<file path="src/aos_defines.svh">
// offsets, reset values and timing figures of the auxiliary output sequencer
`ifndef AOS_DEFINES_SVH
`define AOS_DEFINES_SVH

// ==========================================
// register offsets
`define AOS_OFS_A_DELAY 8'h10
`define AOS_OFS_B_DELAY 8'h11
`define AOS_OFS_CONTROL 8'h12
`define AOS_OFS_CONFIG  8'h13

// ==========================================
// reset values
`define AOS_RST_A_DELAY 8'h07
`define AOS_RST_B_DELAY 8'h0A
`define AOS_RST_CONTROL 8'h77
`define AOS_RST_CONFIG  8'h06

// ==========================================
// writable bits of the control register
`define AOS_CONTROL_WMASK 8'h77

// ==========================================
// timing
`define AOS_CLK_PERIOD_NS 10
`define AOS_HALF_STEP_NS  500000

`endif

</file>
<file path="src/aos_pkg.sv">
// types of the auxiliary output sequencer
package aos_pkg;

	// ==========================================
	// delay register: fall code high, rise code low
	typedef struct packed {
		logic [3:0] fallCode;
		logic [3:0] riseCode;
	} aos_delay_t;

	// ==========================================
	// output control register
	typedef struct packed {
		logic reserved7;
		logic auxBOpenDrain;
		logic auxBFollowPin;
		logic auxBLevel;
		logic reserved3;
		logic auxAOpenDrain;
		logic auxAFollowPin;
		logic auxALevel;
	} aos_ctrl_t;

	// ==========================================
	// sequencing configuration register
	typedef struct packed {
		logic reserved7;
		logic riseRangeSel;
		logic fallRangeSel;
		logic sharedPinFunction;
		logic sharedPinPulldown;
		logic enablePinPulldown;
		logic thermalWarnThreshold;
		logic spreadSpectrumOn;
	} aos_cfg_t;

endpackage : aos_pkg

</file>
<file path="src/aos_aux_output_sequencer.sv">
// auxiliary output sequencer: two delayed general purpose outputs
// Functional notes
// a falls after the enable pin falls, delayed by its fall code at 0.5 ms per step.
// a rises after the enable pin rises, delayed by its rise code, code 0 meaning none.
// b falls after the enable pin falls, delayed by its own fall code on the same scale.
// b rises after the enable pin rises, delayed by its own rise code, reset 0xA.
// the rise range bit picks 0.5 ms steps when 0 and 1 ms steps when 1.
// the fall range bit scales all fall codes the same way.
// b follows its level bit alone, or level bit and delayed enable when pin-controlled.
// a follows its level bit alone, or level bit and delayed enable when pin-controlled.
// b level bit sets low or high, only while the shared pin is an output.
// a level bit sets low or high and resets to high.
// each output type bit picks push-pull at 0 and open-drain at 1, reset open-drain.
// the pin function bit makes the shared pin output b at 0 or clock input at 1.
// a config bit enables the shared pin pull-down, also while it is output b.
// a config bit enables the enable pin pull-down, reset enabled.
// a config bit picks the thermal warning at 125 C when 0 or 137 C when 1, reset 1.
// a config bit enables spread spectrum when 1, reset off.
// in-between codes delay by code times step, counted in half-step units of the clock.
`timescale 1ns/1ns
`include "aos_defines.svh"

module aos_aux_output_sequencer #(
	parameter int HALF_STEP_CYCLES = `AOS_HALF_STEP_NS / `AOS_CLK_PERIOD_NS
) (
	input  wire logic       clk,
	input  wire logic       arst_n,
	input  wire logic       enablePin,
	input  wire logic       regWrite,
	input  wire logic [7:0] regAddr,
	input  wire logic [7:0] regWdata,
	output logic      [7:0] regRdata,
	output logic            auxAOut,
	output logic            auxAOe,
	output logic            auxBOut,
	output logic            auxBOe,
	output logic            sharedPinIsClock,
	output logic            sharedPinPulldown,
	output logic            enablePinPulldown,
	output logic            thermalWarnThreshold,
	output logic            spreadSpectrumOn
);

	localparam int PW = (HALF_STEP_CYCLES > 1) ? $clog2(HALF_STEP_CYCLES) : 1;
	localparam logic [PW-1:0] PRESC_LAST = PW'(HALF_STEP_CYCLES - 1);

	// ==========================================
	// elaboration check
	generate
		if (HALF_STEP_CYCLES < 2) begin : gBadParam
			$error("HALF_STEP_CYCLES must be at least 2");
		end
	endgenerate

	// ==========================================
	// enable pin synchroniser
	logic enMeta;
	logic enSync;
	logic enPrev;
	logic next_enMeta;
	logic next_enSync;
	logic next_enPrev;

	always_comb begin
		next_enMeta = enablePin;
		next_enSync = enMeta;
		next_enPrev = enSync;
	end

	always_ff @(posedge clk or negedge arst_n) begin
		if (!arst_n) begin
			enMeta <= 1'b0;
			enSync <= 1'b0;
			enPrev <= 1'b0;
		end else begin
			enMeta <= next_enMeta;
			enSync <= next_enSync;
			enPrev <= next_enPrev;
		end
	end

	// ==========================================
	// register file
	aos_pkg::aos_delay_t aDelay;
	aos_pkg::aos_delay_t bDelay;
	aos_pkg::aos_ctrl_t  ctrl;
	aos_pkg::aos_cfg_t   cfg;
	aos_pkg::aos_delay_t next_aDelay;
	aos_pkg::aos_delay_t next_bDelay;
	aos_pkg::aos_ctrl_t  next_ctrl;
	aos_pkg::aos_cfg_t   next_cfg;
	logic [7:0]          next_regRdata;

	always_comb begin
		next_aDelay   = aDelay;
		next_bDelay   = bDelay;
		next_ctrl     = ctrl;
		next_cfg      = cfg;
		next_regRdata = 8'h00;
		if (regWrite) begin
			case (regAddr)
				`AOS_OFS_A_DELAY: next_aDelay = regWdata;
				`AOS_OFS_B_DELAY: next_bDelay = regWdata;
				// reserved control bits are read-only zero
				`AOS_OFS_CONTROL: next_ctrl = regWdata & `AOS_CONTROL_WMASK;
				`AOS_OFS_CONFIG:  next_cfg = regWdata;
				default: ;
			endcase
		end
		case (regAddr)
			`AOS_OFS_A_DELAY: next_regRdata = aDelay;
			`AOS_OFS_B_DELAY: next_regRdata = bDelay;
			`AOS_OFS_CONTROL: next_regRdata = ctrl;
			`AOS_OFS_CONFIG:  next_regRdata = cfg;
			default:          next_regRdata = 8'h00;
		endcase
	end

	always_ff @(posedge clk or negedge arst_n) begin
		if (!arst_n) begin
			aDelay   <= `AOS_RST_A_DELAY;
			bDelay   <= `AOS_RST_B_DELAY;
			ctrl     <= `AOS_RST_CONTROL;
			cfg      <= `AOS_RST_CONFIG;
			regRdata <= 8'h00;
		end else begin
			aDelay   <= next_aDelay;
			bDelay   <= next_bDelay;
			ctrl     <= next_ctrl;
			cfg      <= next_cfg;
			regRdata <= next_regRdata;
		end
	end

	// ==========================================
	// per-output delay of the enable level
	logic [1:0][3:0]    riseCode;
	logic [1:0][3:0]    fallCode;
	logic [1:0][4:0]    remain;
	logic [1:0][PW-1:0] presc;
	logic [1:0]         delayedEn;

	assign riseCode[0] = aDelay.riseCode;
	assign riseCode[1] = bDelay.riseCode;
	assign fallCode[0] = aDelay.fallCode;
	assign fallCode[1] = bDelay.fallCode;

	genvar ch;
	generate
		for (ch = 0; ch < 2; ch++) begin : gChan
			logic [4:0]    loadHalves;
			logic [4:0]    next_remain;
			logic [PW-1:0] next_presc;
			logic          next_delayedEn;

			always_comb begin
				// range bit doubles the half-step count
				if (enSync) begin
					loadHalves = {1'b0, riseCode[ch]} << cfg.riseRangeSel;
				end else begin
					loadHalves = {1'b0, fallCode[ch]} << cfg.fallRangeSel;
				end
				next_remain    = remain[ch];
				next_presc     = presc[ch];
				next_delayedEn = delayedEn[ch];
				// a new edge restarts the wait, so an enable glitch shorter than the delay is filtered out
				if (enSync != enPrev) begin
					next_presc = '0;
					if (loadHalves == 5'h00) begin
						next_remain    = 5'h00;
						next_delayedEn = enSync;
					end else begin
						next_remain = loadHalves;
					end
				end else if (remain[ch] != 5'h00) begin
					if (presc[ch] == PRESC_LAST) begin
						next_presc  = '0;
						next_remain = remain[ch] - 5'h01;
						if (remain[ch] == 5'h01) begin
							next_delayedEn = enSync;
						end
					end else begin
						next_presc = presc[ch] + PW'(1);
					end
				end
			end

			always_ff @(posedge clk or negedge arst_n) begin
				if (!arst_n) begin
					remain[ch]    <= 5'h00;
					presc[ch]     <= '0;
					delayedEn[ch] <= 1'b0;
				end else begin
					remain[ch]    <= next_remain;
					presc[ch]     <= next_presc;
					delayedEn[ch] <= next_delayedEn;
				end
			end
		end
	endgenerate

	// ==========================================
	// pin drivers
	logic aHigh;
	logic bHigh;
	logic next_auxAOut;
	logic next_auxAOe;
	logic next_auxBOut;
	logic next_auxBOe;

	always_comb begin
		aHigh = ctrl.auxALevel & (~ctrl.auxAFollowPin | delayedEn[0]);
		bHigh = ctrl.auxBLevel & (~ctrl.auxBFollowPin | delayedEn[1]);
		// open drain only pulls low; high is left to the external pull-up
		next_auxAOut = aHigh & ~ctrl.auxAOpenDrain;
		next_auxAOe  = ~(aHigh & ctrl.auxAOpenDrain);
		next_auxBOut = bHigh & ~ctrl.auxBOpenDrain;
		next_auxBOe  = ~(bHigh & ctrl.auxBOpenDrain);
		if (cfg.sharedPinFunction) begin
			next_auxBOut = 1'b0;
			next_auxBOe  = 1'b0;
		end
	end

	always_ff @(posedge clk or negedge arst_n) begin
		if (!arst_n) begin
			auxAOut <= 1'b0;
			auxAOe  <= 1'b0;
			auxBOut <= 1'b0;
			auxBOe  <= 1'b0;
		end else begin
			auxAOut <= next_auxAOut;
			auxAOe  <= next_auxAOe;
			auxBOut <= next_auxBOut;
			auxBOe  <= next_auxBOe;
		end
	end

	// ==========================================
	// configuration outputs, straight from the register
	assign sharedPinIsClock     = cfg.sharedPinFunction;
	assign sharedPinPulldown    = cfg.sharedPinPulldown;
	assign enablePinPulldown    = cfg.enablePinPulldown;
	assign thermalWarnThreshold = cfg.thermalWarnThreshold;
	assign spreadSpectrumOn     = cfg.spreadSpectrumOn;
endmodule : aos_aux_output_sequencer

</file>
<file path="config.mk">
export PLATFORM = sky130hd
export DESIGN_NAME = aos_aux_output_sequencer
export DESIGN_NICKNAME = d
export VERILOG_FILES = /design/src/aos_pkg.sv /design/src/aos_aux_output_sequencer.sv
export VERILOG_INCLUDE_DIRS = /design/src
export SDC_FILE = /design/constraint.sdc
export NUM_CORES = 1
export LEC_CHECK = 0
export BUFFER_PORTS_ARGS = -buffer_cell sky130_fd_sc_hd__buf_4
export CAP_MARGIN = 10
export CORE_MARGIN = 5
export CORE_UTILIZATION = 45
export CTS_CLUSTER_SIZE = 30
export DETAILED_ROUTE_END_ITERATION = 16
export PLACE_DENSITY = 0.69
export SLEW_MARGIN = 25
export SYNTH_ARGS = -nofsm -noshare
export SYNTH_HDL_FRONTEND = slang
export SYNTH_SLANG_ARGS = --single-unit
</file>
<file path="constraint.sdc">
create_clock -name clk -period 2.5 [get_ports clk]
set_input_delay 0.5 -clock clk [delete_from_list [all_inputs] [get_ports clk]]
set_output_delay 0.5 -clock clk [all_outputs]
set_load 0.03 [all_outputs]
</file>
### Word level (Yosys, flattened, before mapping)

Index checks and enable logic that the tools add are counted.

* memories kept: 0
* word-level logic and storage cells: 112
* RAM bits: 0
* input bits: 20
* register bits: 89
* memory bits (read-only): 0
* bits in latches: 0
* output and inout bits: 17

* div/mod/pow operators: 0
* muxes and demuxes: 29
* equality and inequality tests: 11
* reduce and logical (&&, ||, !) cells: 18
* order comparisons: 0
* shifts and indexed selects: 4
* $mul: 0
* add/sub/neg operators: 4
* bitwise gates (word level): 14

Operator list (number)
* $mux 16: 6
* $mux 5: 10
* $add 16x1->16 const B: 2
* $eq 16x16->1 const B: 2
* $eq 8x5->1 const B: 4
* $pmux 8 s4: 1
* $shl 4x1->5: 4
* $mux 1: 12
* $reduce_and 2->1: 6
* $reduce_bool 2->1: 6
* $eq 5x1->1 const B: 2
* $logic_not 5->1: 2
* $reduce_bool 5->1: 2
* $sub 5x1->5 const B: 2
* $reduce_and 4->1: 2
* $and 1x1->1: 6
* $not 1->1: 6
* $ne 2x1->1 const B: 2
* $or 1x1->1: 2
* $ne 1x1->1: 1

### Logic depth before layout (Yosys ltp)

* depth after elaboration: 6
* depth in mapped cells: 10
* depth with buffers taken out: 8

### Worst setup path after synthesis

OpenSTA, ideal clock, no wires.

* path type: reg-to-reg
* start: reg remain[5] (netlist bit)
* end: reg presc[23] (netlist bit)
* slack: 470 ps
* arrival: 1898 ps
* stages on the path, launching flop included: 11
* path buffers: 2
* library setup time: 132 ps
* required time: 2368 ps
* period minus slack after synthesis: 2030 ps
* cells stage by stage: dfrtp_1 inv_1 ha_1 or4b_1 buf_2 nor2_2 buf_6 nor2_1 and4_4 xnor2_1 nor2_1

* longest elaborated chain between the ends: 2

Ends and longest elaborated chain
* from (decl): line aos_aux_output_sequencer.sv:139 `logic [1:0][4:0] remain;`
* from (signal, indexed assignment): line aos_aux_output_sequencer.sv:194 `remain[ch] <= next_remain;`
* $reduce_bool 5->1: line aos_aux_output_sequencer.sv:175 `end else if (remain[ch] != 5'h00) begin`
* $reduce_bool 2->1 (no line)
* to (signal, indexed assignment): line aos_aux_output_sequencer.sv:195 `presc[ch] <= next_presc;`
* to (decl): line aos_aux_output_sequencer.sv:140 `logic [1:0][PW-1:0] presc;`

No other way between the ends.
A chain may end at the register's enable or synchronous reset.

### Final worst setup path

Same ends and word-level chain as after synthesis.

==> results.md <==
- Leakage dissipation: 2.32 nW
- # nets final: 513
- Capture instance of the worst register-to-register path: presc[23]$_DFFE_PN0P_
- Switching component of the power: 895 µW
- Switching Fraction: 28.8%
- Layout area overhead: 14.1%
- Startpoint kind of the worst setup timing path: flip-flop
- Area enclosed by the die boundary: 0.0125 mm²
- Post-place instance area: 0.00510 mm²
- Part of the cycle the worst path needs: 91.2%
- Logic pwr share: between 10% and 20%
- Max frequency: 438 MHz
- Least-Margin Pin Slew: 0.749 ns
- Total power density per cell area: 587 mW/mm²
- Fillcell total: between 900 and 1000
- Post-CTS Hold Fix Bufs: 0
- Sinks on Clock Net: 89
- Worst Reg2Reg Path Length in Cells: 8
- Min-delay worst type: in -> async
- Post-CTS setup buffer count: 0
- Port Buffer Count: 36
- Antenna diode count: 0
- Total routing resource utilization after global routing: 17.2%
- Number of antenna violations at the first check in global routing: 0
- Final-report max-slew violation count: 0
- Number of ports placed on the die boundary: 37
- Main flop type after synthesis: sky130_fd_sc_hd__dfrtp_1
- Worst slack on hold paths: 0.140 ns
- Cell count after synthesis: about 440
- Total half-perimeter wirelength after legalization and detailed placement: 7310 µm
- Vias per cell: 5.56
- Yosys top cell by area: sky130_fd_sc_hd__dfrtp_1
- Core ar.: 0.0102 mm²
- Latest clock arrival within the worst-skew pair: 0.37 ns
- Post-route setup TNS: 0 ns
- Worst supply voltage drop on vdd: around 330 µV
- Horiz. Die Dim: around 110 µm
- Share of synthesized area occupied by flip-flops and latches: between 40% and 50%
- Share of synthesized registers carrying an async set or reset: 100%
- Net Count, Synth: 470
- Sequential share of power: 53.0%
- Filler-free cell count of the finished design: 628
- H-tree depth: 3
- Routed vias: 3492
- Antenna viol nets, final: 0
- Vias in the first global route: 3617
- Post-route cell area: 0.00530 mm²
- Synth Register Bits: 89
- Clock Power Share: 32.2%
- Launching element of the worst setup path: remain[5]$_DFFE_PN0P_
- Post-synthesis average cell area: 10.5 µm²
- Arrival time reported for the critical path endpoint: 2.54 ns
- Commonest cells after routing, fill and taps aside: sky130_fd_sc_hd__dfrtp_1, sky130_fd_sc_hd__buf_4, sky130_fd_sc_hd__nor2_1, sky130_fd_sc_hd__nand2_1, sky130_fd_sc_hd__mux2_2
- DRT Pass-1 Iters: 4
- Fraction of final layout cells with drive strength greater than 1: 26.6%
- First-pass GRT wire length: 17700 µm
- Max Buffers Root-to-Sink: 2
- Minimum setup slack in the final design: 0.219 ns
- Total of warnings raised by yosys: 0
- # rows: 37
- Most common library cell in the layout ignoring fill and taps: sky130_fd_sc_hd__dfrtp_1
- Seq. cell area: 0.00224 mm²
- Number of endpoints failing setup at the final stage: 0
- Crit-path max FO: 6
- Average wire per standard cell: 16.0 µm
- CTS Root Cell: sky130_fd_sc_hd__clkbuf_8
- DR iter-0 viols: 155
- Post-detailed-route DRC marker count: 0
- Cell total after placement: 612
- Maximum number of pins on one net before global-route repair: 47
- Worst setup EP type: flip-flop
- Time the worst path needs with I/O delays and setup: 2.28 ns
- Crit Path Category: reg -> reg
- Startpoint of the worst register-to-register path: remain[5]$_DFFE_PN0P_
- Run status: finished clean
- Resized cells post-CTS: 0
- Largest clock skew in the final design: about 0.0072 ns
- CP Data Required Time: 2.76 ns
- Slack of the worst reg-to-reg path: between 0.2 and 0.25 ns
- Clock Pin Slew Worst Setup and Hold Paths: 0.09 ns
- Yosys top cell area share: 41.0%
- Number of different library cells in the post-synthesis netlist: 57
- Residual overflow from global routing: 0
- Initial Utilization: 45.6%
- Max Cap Violations: 0
- Top cells by area, synth: sky130_fd_sc_hd__dfrtp_1, sky130_fd_sc_hd__mux2_2, sky130_fd_sc_hd__dfstp_2, sky130_fd_sc_hd__nor2_1, sky130_fd_sc_hd__nand2_1
- Routability Congestion: 0.859
- Pre-CTS setup slack: around 0.19 ns
- Worst slew margin relative to its limit: 49.5%
- Hold Violations, Final: 0
- Cell internal pwr: 2.21 mW
- Footprint of the multi-input gates: 0.00227 mm²
- Height of the chip: 112 µm
- Power after layout: around 3.1 mW
- TritonCTS clock tree: yes
- Final wirelength: between 10000 and 15000 µm
- Netlist area before placement: 0.00464 mm²
- Number of synthesized flops with an enable pin: 0
- Final cell utilization of the core: between 50% and 60%
- Clock buffers created by TritonCTS: 9
- Unrepaired setup endpoints after global routing: false
state kept, by name, summed over array words and instances (netlist names), 2 cells and up:
| name | cells |
|---|---|
| aDelay | 8 |
| regRdata | 8 |
| remain | 10 |
| ctrl | 6 |
| delayedEn | 2 |
| cfg | 3 |
| bDelay | 8 |
| presc | 32 |
cells in the mapped netlist (all sizes together) (2+ instances only):
library cell,count
dfrtp,76
nor2,51
nand2,39
mux2,32
a21oi,25
o21ai,23
nand3,18
dfstp,13
xor2,12
buf,10
clkbuf,9
inv,9
nor3,9
xnor2,9
o31ai,8
and2,7
and3,7
mux2i,7
a31oi,6
ha,6
mux4,6
nand2b,6
nand4,6
a211oi,5
a221oi,4
nand3b,4
a311oi,3
and3b,3
nor2b,3
nor3b,3
nor4,3
nor4b,3
o211ai,3
a31o,2
and4,2
and4bb,2
nand4b,2
or3,2
worst max-delay path by stage:
stage	slack, ns	end
2_1_floorplan	0.47	presc[23]$_DFFE_PN0P_
3_3_place_gp	0.26	aDelay[5]$_DFFE_PN0P_
3_5_place_dp	0.19	aDelay[6]$_DFFE_PN0P_
4_1_cts	0.21	presc[23]$_DFFE_PN0P_
5_1_grt	0.02	presc[26]$_DFFE_PN0P_
6_report	0.22	presc[23]$_DFFE_PN0P_
critical path, cell delays in order, from the launching register on:
cell and delay [ns]:
sky130_fd_sc_hd__dfrtp_1 0.41, sky130_fd_sc_hd__inv_1 0.10, sky130_fd_sc_hd__ha_1 0.23, sky130_fd_sc_hd__or4b_1 0.59, sky130_fd_sc_hd__nor2_2 0.33, sky130_fd_sc_hd__nor2_1 0.11, sky130_fd_sc_hd__and4_4 0.21, sky130_fd_sc_hd__xnor2_1 0.14
sky130_fd_sc_hd__nor2_1 0.05
kinds of logic after synthesis:
| kind of cell | synth area share [%] |
|---|---|
| AND/OR/NAND/NOR | 20.1 |
| adder cells (fa/ha/maj) | 1.62 |
| XOR/XNOR | 3.96 |
| buffers and inverters | 2.69 |
| flip-flops | 48.3 |
| AO/OA/AOI/OAI | 11.1 |
| multiplexers | 12.2 |
power by group through the flow:
stage,clock network [mW],registers (mW),logic (mW)
6_report,1.00,1.65,0.461
5_1_grt,1.10,1.66,0.526
4_1_cts,1.03,1.64,0.467
3_5_place_dp,0,1.67,0.465
3_3_place_gp,0,1.67,0.451
2_1_floorplan,0,1.65,0.311
final cells by class:
cell class	instances	area share (%)
Sequential cell	89	42.3
Clock buffer	10	2.41
Inverter	9	0.638
Tap cell	136	3.21
Clock inverter	6	1.25
Timing Repair Buffer	51	7.23
Multi-Input combinational cell	327	42.9
metal layers:
metal | share of wire, % | GRT usage (%) | vias up
li1 | - | - | 1683
met1 | 45 | 22.1 | 1716
met2 | 50 | 28.0 | 75
met3 | 3.9 | 4.40 | 18
met4 | 1.8 | 7.06 | 0
met5 | 0 | 0 | -
No activity file was read; power rests on OpenSTA's default activity.
